File: src/fct_regs.svh
// register offsets, field positions, reset values and timing figures of the fixed-cycle timer
`ifndef FCT_REGS_SVH
`define FCT_REGS_SVH

// ---------------------------------------------------------------
// register offsets
// ---------------------------------------------------------------
`define FCT_OFS_CTRL2      8'h01
`define FCT_OFS_TCTRL      8'h0e
`define FCT_OFS_PRESET     8'h0f

// ---------------------------------------------------------------
// field positions
// ---------------------------------------------------------------
`define FCT_BIT_TIE        0
`define FCT_BIT_TF         2
`define FCT_BIT_MODE       4
`define FCT_BIT_TE         7
`define FCT_TD_HI          1
`define FCT_TD_LO          0

// ---------------------------------------------------------------
// source select codes and count values
// ---------------------------------------------------------------
`define FCT_TD_4096        2'h0
`define FCT_TD_64          2'h1
`define FCT_TD_SEC         2'h2
`define FCT_TD_MIN         2'h3
`define FCT_CNT_ONE        8'h01
`define FCT_CNT_ZERO       8'h00
`define FCT_RST_BYTE       8'h00

// ---------------------------------------------------------------
// auto-return times in ns, and the clock period
// ---------------------------------------------------------------
`define FCT_CLK_PERIOD_NS  10
`define FCT_RTN_122US_NS   122000
`define FCT_RTN_244US_NS   244000
`define FCT_RTN_7813US_NS  7813000
`define FCT_RTN_15625US_NS 15625000
`define FCT_RTN_W          21

`endif

File: src/fct_pkg.sv
// types shared by the fixed-cycle timer
`include "fct_regs.svh"
package fct_pkg;

  // ---------------------------------------------------------------
  // carriers
  // ---------------------------------------------------------------
  typedef logic [`FCT_RTN_W-1:0] fct_rtn_t;

  // register access from the serial interface logic
  typedef struct packed {
    logic       wr;
    logic       rd;
    logic [7:0] addr;
    logic [7:0] wdata;
  } fct_req_s;

  // timebase strobes, one cycle each
  typedef struct packed {
    logic t4096;
    logic t64;
    logic sec;
    logic min;
  } fct_tick_s;

  // whole state of the timer
  typedef struct packed {
    logic       mode;
    logic       tf;
    logic       timer_irq_enable;
    logic       te;
    logic [1:0] td;
    logic [7:0] preset;
    logic [7:0] count;
    logic       valid;
    fct_rtn_t   rtn;
    logic       irq_oe;
    logic [7:0] rdata;
  } fct_state_s;

endpackage

File: src/fct_timer.sv
// fixed-cycle countdown timer with open-drain interrupt output
`include "fct_regs.svh"

module fct_timer #(
  parameter int RTN_122US_CYC   = `FCT_RTN_122US_NS / `FCT_CLK_PERIOD_NS,
  parameter int RTN_244US_CYC   = `FCT_RTN_244US_NS / `FCT_CLK_PERIOD_NS,
  parameter int RTN_7813US_CYC  = `FCT_RTN_7813US_NS / `FCT_CLK_PERIOD_NS,
  parameter int RTN_15625US_CYC = `FCT_RTN_15625US_NS / `FCT_CLK_PERIOD_NS
) (
  // clock and reset
  input  wire logic              clk,
  input  wire logic              rstn,
  // register port from the serial interface
  input  wire fct_pkg::fct_req_s req,
  output logic [7:0]             reg_rdata,
  // timebase strobes
  input  wire fct_pkg::fct_tick_s tick,
  // open-drain interrupt pin
  input  wire logic              irq_pin_in,
  output logic                   irq_pin_out,
  output logic                   irq_pin_oe
);

  // ---------------------------------------------------------------
  // state
  // ---------------------------------------------------------------
  fct_pkg::fct_state_s s_q;
  fct_pkg::fct_state_s s_d;
  logic                ev;
  logic                src_tick;
  logic                wr_ctrl2;
  logic                wr_tctrl;
  logic                wr_preset;
  logic                pin_q;

  // pick the tick of the selected source
  function automatic logic sel_tick(input logic [1:0] td,
                                    input fct_pkg::fct_tick_s t);
    logic r;
    r = 1'b0;
    case (td)
      `FCT_TD_4096: r = t.t4096;
      `FCT_TD_64:   r = t.t64;
      `FCT_TD_SEC:  r = t.sec;
      `FCT_TD_MIN:  r = t.min;
      default:      r = 1'b0;
    endcase
    return r;
  endfunction

  // auto-return length, depends on source and on a preset of one
  function automatic fct_pkg::fct_rtn_t rtn_len(input logic [1:0] td,
                                                input logic [7:0] pre);
    fct_pkg::fct_rtn_t r;
    logic              one;
    one = (pre == `FCT_CNT_ONE);
    case (td)
      `FCT_TD_4096: r = one ? fct_pkg::fct_rtn_t'(RTN_122US_CYC)
                            : fct_pkg::fct_rtn_t'(RTN_244US_CYC);
      `FCT_TD_64:   r = one ? fct_pkg::fct_rtn_t'(RTN_7813US_CYC)
                            : fct_pkg::fct_rtn_t'(RTN_15625US_CYC);
      default:      r = fct_pkg::fct_rtn_t'(RTN_15625US_CYC);
    endcase
    return r;
  endfunction

  // register address decode
  function automatic logic hit(input fct_pkg::fct_req_s r, input logic [7:0] ofs);
    return r.wr && (r.addr == ofs);
  endfunction

  // ---------------------------------------------------------------
  // next-state logic
  // ---------------------------------------------------------------

  // decode of the three writable registers
  assign wr_ctrl2  = hit(req, `FCT_OFS_CTRL2);
  assign wr_tctrl  = hit(req, `FCT_OFS_TCTRL);
  assign wr_preset = hit(req, `FCT_OFS_PRESET);
  assign src_tick  = sel_tick(s_q.td, tick);

  // countdown first, register writes after, flag set last so it wins
  always_comb begin
    s_d = s_q;
    ev  = 1'b0;

    // countdown runs only on a valid preset with the enable set
    if (s_q.te && s_q.valid && src_tick) begin
      if (s_q.count == `FCT_CNT_ONE) begin
        ev        = 1'b1;
        s_d.count = s_q.preset;
      end else begin
        s_d.count = s_q.count - `FCT_CNT_ONE;
      end
    end

    // auto-return counter winds down on its own
    if (s_q.rtn != '0) begin
      s_d.rtn = s_q.rtn - fct_pkg::fct_rtn_t'(1);
    end
    // a new event in repeated mode restarts the low pulse
    if (ev && s_q.mode && s_q.timer_irq_enable) begin
      s_d.rtn = rtn_len(s_q.td, s_q.preset);
    end

    // timer control: enable and source select
    if (wr_tctrl) begin
      s_d.te = req.wdata[`FCT_BIT_TE];
      s_d.td = {req.wdata[`FCT_TD_HI], req.wdata[`FCT_TD_LO]};
      // stopping discards both count and preset; restart needs a rewrite
      if (s_q.te && !req.wdata[`FCT_BIT_TE]) begin
        s_d.valid  = 1'b0;
        s_d.count  = `FCT_CNT_ZERO;
        s_d.preset = `FCT_CNT_ZERO;
      end
    end

    // preset is taken only while stopped; a zero preset never arms
    if (wr_preset && !s_q.te) begin
      s_d.preset = req.wdata;
      s_d.count  = req.wdata;
      s_d.valid  = (req.wdata != `FCT_CNT_ZERO);
    end

    // control 2: mode, interrupt enable, flag clear by writing zero
    if (wr_ctrl2) begin
      s_d.mode = req.wdata[`FCT_BIT_MODE];
      s_d.timer_irq_enable  = req.wdata[`FCT_BIT_TIE];
      if (!req.wdata[`FCT_BIT_TF]) begin
        s_d.tf = 1'b0;
      end                                  // writing one leaves it
    end

    // event sets the sticky flag, winning over a clear in the same cycle
    if (ev) begin
      s_d.tf = 1'b1;
    end

    // disabled interrupt enable cuts any pulse short
    if (!s_d.timer_irq_enable) begin
      s_d.rtn = '0;
    end

    // pin enable: held by the flag in level mode, pulse in repeated mode
    if (s_d.mode) begin
      s_d.irq_oe = s_d.timer_irq_enable && (s_d.rtn != '0);
    end else begin
      s_d.irq_oe = s_d.timer_irq_enable && s_d.tf;
    end

    // read data, registered; the count is live and not latched
    if (req.rd) begin
      case (req.addr)
        `FCT_OFS_CTRL2: begin
          s_d.rdata = `FCT_RST_BYTE;
          s_d.rdata[`FCT_BIT_MODE] = s_q.mode;
          s_d.rdata[`FCT_BIT_TF]   = s_q.tf;
          s_d.rdata[`FCT_BIT_TIE]  = s_q.timer_irq_enable;
        end
        `FCT_OFS_TCTRL: begin
          s_d.rdata = `FCT_RST_BYTE;
          s_d.rdata[`FCT_BIT_TE] = s_q.te;
          s_d.rdata[`FCT_TD_HI]  = s_q.td[1];
          s_d.rdata[`FCT_TD_LO]  = s_q.td[0];
        end
        `FCT_OFS_PRESET: s_d.rdata = s_q.count;
        default:         s_d.rdata = `FCT_RST_BYTE;
      endcase
    end
  end

  // ---------------------------------------------------------------
  // registers
  // ---------------------------------------------------------------

  // whole state in one flop bank
  always_ff @(posedge clk or negedge rstn) begin
    if (!rstn) begin
      s_q <= '0;
    end else begin
      s_q <= s_d;
    end
  end

  // pin level sampled but unused; the line is shared with other sources
  always_ff @(posedge clk or negedge rstn) begin
    if (!rstn) begin
      pin_q       <= 1'b0;
      irq_pin_out <= 1'b0;
    end else begin
      pin_q       <= irq_pin_in;
      irq_pin_out <= 1'b0; // open drain only ever pulls low
    end
  end

  // outputs come straight from the state flops
  assign reg_rdata  = s_q.rdata;
  assign irq_pin_oe = s_q.irq_oe;

  // ---------------------------------------------------------------
  // checks
  // ---------------------------------------------------------------

  flag_set_a: assert property (
    @(posedge clk) disable iff (!rstn) ev |=> s_q.tf)
    else $error("flag not set after event");

  flag_hold_a: assert property (
    @(posedge clk) disable iff (!rstn)
    s_q.tf && !(wr_ctrl2 && !req.wdata[`FCT_BIT_TF]) |=> s_q.tf)
    else $error("flag dropped without clear");

  flag_clear_a: assert property (
    @(posedge clk) disable iff (!rstn)
    wr_ctrl2 && !req.wdata[`FCT_BIT_TF] && !ev |=> !s_q.tf)
    else $error("flag not cleared by zero write");

  flag_one_a: assert property (
    @(posedge clk) disable iff (!rstn)
    wr_ctrl2 && req.wdata[`FCT_BIT_TF] && !s_q.tf && !ev |=> !s_q.tf)
    else $error("writing one changed flag");

  count_dec_a: assert property (
    @(posedge clk) disable iff (!rstn)
    s_q.te && s_q.valid && src_tick && s_q.count != `FCT_CNT_ONE
      && !wr_tctrl |=> s_q.count == $past(s_q.count) - `FCT_CNT_ONE)
    else $error("count did not step down by one");

  count_reload_a: assert property (
    @(posedge clk) disable iff (!rstn)
    ev && !wr_tctrl |=> s_q.count == s_q.preset && s_q.valid)
    else $error("count did not reload preset");

  stop_invalid_a: assert property (
    @(posedge clk) disable iff (!rstn)
    $fell(s_q.te) |-> !s_q.valid && s_q.count == `FCT_CNT_ZERO)
    else $error("count valid after stop");

  enable_rb_a: assert property (
    @(posedge clk) disable iff (!rstn)
    wr_tctrl |=> s_q.te == $past(req.wdata[`FCT_BIT_TE]))
    else $error("enable does not hold written value");

  level_pin_a: assert property (
    @(posedge clk) disable iff (!rstn)
    !s_q.mode |-> irq_pin_oe == (s_q.timer_irq_enable && s_q.tf))
    else $error("level output does not follow flag");

  tie_off_a: assert property (
    @(posedge clk) disable iff (!rstn) !s_q.timer_irq_enable |-> !irq_pin_oe)
    else $error("output driven with enable off");

  pulse_start_a: assert property (
    @(posedge clk) disable iff (!rstn)
    ev && s_q.mode && s_q.timer_irq_enable && !wr_ctrl2 ##1 !wr_ctrl2 |-> irq_pin_oe)
    else $error("repeated pulse missing");

  read_live_a: assert property (
    @(posedge clk) disable iff (!rstn)
    req.rd && req.addr == `FCT_OFS_PRESET |=> reg_rdata == $past(s_q.count))
    else $error("counter read not live");

  no_drive_high_a: assert property (
    @(posedge clk) disable iff (!rstn) !irq_pin_out)
    else $error("pin driven high");

endmodule

File: config.mk
export PLATFORM = sky130hd
export DESIGN_NAME = fct_timer
export DESIGN_NICKNAME = d
export VERILOG_FILES = /design/src/fct_pkg.sv /design/src/fct_timer.sv
export VERILOG_INCLUDE_DIRS = /design/src
export SDC_FILE = /design/constraint.sdc
export NUM_CORES = 1
export LEC_CHECK = 0
export ABC_AREA = 1
export BUFFER_PORTS_ARGS = -buffer_cell sky130_fd_sc_hd__buf_2
export CAP_MARGIN = 20
export CORE_UTILIZATION = 40
export CTS_BUF_LIST = sky130_fd_sc_hd__clkbuf_4
export DETAILED_ROUTE_END_ITERATION = 12
export PLACE_DENSITY_LB_ADDON = 0.2
export SETUP_SLACK_MARGIN = 0.1
export SLEW_MARGIN = 20
export SYNTH_ARGS = -nofsm -noshare
export SYNTH_HDL_FRONTEND = slang
export SYNTH_SLANG_ARGS = --single-unit
File: constraint.sdc
create_clock -name clk -period 2.1 [get_ports clk]
set_clock_uncertainty 0.05 [all_clocks]
set_input_delay 0.525 -clock clk [delete_from_list [all_inputs] [get_ports clk]]
set_output_delay 0.525 -clock clk [all_outputs]
set_load 0.02 [all_outputs]
==> flow_summary.ini <==
[outcome]
status = complete, no violations

[cts]
hold_buffers = 0
clock_path_buffers = 2
htree_levels = 2
cts_inserted_buffers = 5
root_buffer = clkbuf_4
clkLatencyLatePin_ns = 0.39
cts.sinks = 53
cts_tree = built
cts.clk_slew.worst_paths_ns = 0.17

[place]
dpl.hpwl_mm = 7.694
dp_slack_ns = -0.03263
place.port_buffers = 32
dp_cells = 701
place_area_mm2 = 0.004318
place_congestion = 0.8504

[synth]
synth_cell_types = 41
synthCells = 507
ys_ff_latch = 53
syn-cell-area_mm2 = 0.003576
syn-mean-instance-area_um2 = 7.053
synth_nets = 535
yosysSeqAreaShare_pct = 37.09
ys_warn_count = 0

[grt]
gr-total-overflow = 0
grt_max_degree = 32
grt_pass1_wl_mm = 15.98
grt_antenna_before_repair = 0
grt_pass1_vias = 3396
grtUsageTotal_pct = 22.73

[sta]
setup-tns-final_ns = 0
worst_slew_pin_slew_ns = 0.5697
period_share_pct = 94.44
fin_ws_ns = 0.1167
setup_viol_count_final = 0
grt_setup_unrepaired = yes
finalCriticalPeriod_ns = 1.983
max_slew_margin_pct = 61.84
fmax_ghz = 0.5042
slew_viol_final = 0
finalHoldViolCount = 0

[detailed_routing]
drtIter0Drc = 166
dr.pass1.iters = 5
via_per_inst = 4.959
ant_nets = 0
drt_wl_total_mm = 9.951
drc = 0
routedWlPerCell_um = 13.76
route.vias.total = 3585

[floorplanning]
start_util_pct = 41.21
ioPinCount = 35
num_rows = 34
die_h_um = 96.55
dieArea_mm2 = 0.009322
core_area_mm2 = 0.008678
fp.dieW_um = 96.55

[setup_path]
worst_ep_required_time_ns = 2.35
crit_fanout = 7
critPathMostFrequentCell = nand3_2
worstSetupEndpointType = register
worstPathArrival_ns = 2.24
crit_slowest_cell = dfrtp_1
worstSetupStartpointType = register
crit_path_cell_trace = nor2_2 > nand2_2 > nor2_4 > nand3_4 > buf_12 > nand3_2 > nand2_2 > nand3_2 > nand3_2 > nor2_2 > nand3_2 > nor2_1 > nor2_1
critPathMaxStageDelay_ns = 0.45
path_class = reg -> reg

[cells_and_area]
antenna_cells = 0
drive_gt1_share_pct = 35.28
fin_util_pct = 54.56
final_cells = 723
area_growth_pct = 32.40
nNetsFinal = 643
fin_area_mm2 = 0.004735

[pwr]
p_leak_nw = 2.732
ir_drop_mv = 0.2499
powerDensity_mw_per_mm2 = 363.2

[min_path]
hold_class = in -> async

[run]
cap_viol_max_count = 0
synthesized netlist by cell type:
cell type | instances | share of area [%]
nand2_1 | 135 | 14
inv_1 | 80 | 8.4
nor2_1 | 57 | 6.0
dfrtp_1 | 53 | 37
nand3_1 | 47 | 6.6
o21ai_0 | 24 | 3.4
o22ai_1 | 11 | 1.9
buf_4 | 10 | 2.1
nand4_1 | 9 | 1.6
nand2_2 | 8 | 1.4
a21oi_1 | 6 | 0.84
nor2_4 | 6 | 1.9
buf_6 | 5 | 1.6
nor2_2 | 5 | 0.87
xor2_1 | 4 | 0.98
ha_1 | 3 | 1.0
nand4_2 | 3 | 1.0
nor3_1 | 3 | 0.42
o21ai_1 | 3 | 0.42
o32ai_1 | 3 | 0.73
or2_2 | 3 | 0.52
a21o_1 | 2 | 0.42
a31oi_1 | 2 | 0.35
clkbuf_1 | 2 | 0.21
inv_2 | 2 | 0.21
nor4_1 | 2 | 0.35
nor4_2 | 2 | 0.70
o2111ai_1 | 2 | 0.49
o31ai_1 | 2 | 0.42
xnor2_1 | 2 | 0.49
a211oi_1 | 1 | 0.21
a22o_1 | 1 | 0.24
buf_2 | 1 | 0.14
conb_1 | 1 | 0.10
mux2i_1 | 1 | 0.28
nand2_4 | 1 | 0.31
nand3_2 | 1 | 0.28
nand3_4 | 1 | 0.49
nand4_4 | 1 | 0.59
nor2_8 | 1 | 0.56
o21bai_1 | 1 | 0.21
worst paths after layout:
check                      cells after the start         start            to  slack, ns
max reg2reg                                   13       s_q[23]    irq_pin_oe       0.12
max                                           13       s_q[23]    irq_pin_oe       0.12
min reg2reg                                    2  reg_rdata[3]  reg_rdata[3]       0.45
max in group asynchronous                      2          rstn       s_q[51]       1.35
min in group clk                               3        req[1]       s_q[48]       0.33
min                                            1          rstn  reg_rdata[1]       0.07
metrics by stage:
stage	hold WS, ns	power, mW
3_5_place_dp	0.4190	1.278
2_1_floorplan	0.1794	1.176
4_1_cts	0.07669	1.725
3_3_place_gp	0.4120	1.273
6_report	0.07013	1.720
5_1_grt	0.07871	1.805
metal layers:
| layer | wire [µm] | GRT usage (%) | vias to the layer above |
|---|---|---|---|
| met3 | 295 | 3.052 | 13 |
| met2 | 4950 | 39.79 | 62 |
| met5 | 0 | 0 | - |
| met1 | 4555 | 29.52 | 1681 |
| met4 | 149 | 5.637 | 0 |
| li1 | - | - | 1829 |
cell type report:
type                    instances  area [µm²]
multi-input cells             355        2044
repair buffers                118       867.1
fillers                       878        3944
clock buffers                   5       37.54
well taps                     108       135.1
inverters                      82       307.8
flip-flops and latches         53        1331
clock inverters                 2       11.26
placed cells by master, fill, tap and decap left out, types with 4 or more instances in the layout:
cell and instances:
clkbuf_4 5, nand2_2 22, buf_4 79, buf_2 32
nand3_1 38, nor2_2 19, nand3_2 11, nor2_1 36
nand2_4 4, a21oi_1 6, inv_1 76, xor2_1 4
inv_2 6, o22ai_1 11, nor2_4 13, o21ai_0 22
nand4_1 9, buf_12 4, o21ai_1 4, dfrtp_2 4
dfrtp_1 49, nand2_1 118
critical path, delay by kind of cell, from the launching register on:
kind	cells	cell delay, ns
and+or+nand+nor	12	1.21
DFF	1	0.45
buffers and inverters	1	0.17
logic make-up after synthesis:
family / after synthesis / synth area share [%]
XOR/XNOR: 6 / 1.470
multiplexers: 1 / 0.2799
AND/OR/NAND/NOR: 285 / 37.75
AO/OA/AOI/OAI: 58 / 9.622
buffers and inverters: 100 / 12.63
adder cells (fa/ha/maj): 3 / 1.050
flip-flops: 53 / 37.09
other: 1 / 0.1049
power by group:
group	switching (mW)	internal, mW
combinational	0.134	0.0841
sequential	0.0148	1.04
clock	0.325	0.121
flip-flops by register name (all words and copies together) (netlist names):
signal and flops:
s_q 44, reg_rdata 8, irq_pin_oe 1
repair_timing:
action	4_1_cts	5_1_grt
gates cloned	1	0
resized for setup	12	65
buffers inserted	3	11
endpoints found under the setup margin	1	2
pin swaps	5	20
Note: power is estimated with default switching activity, not from simulation.
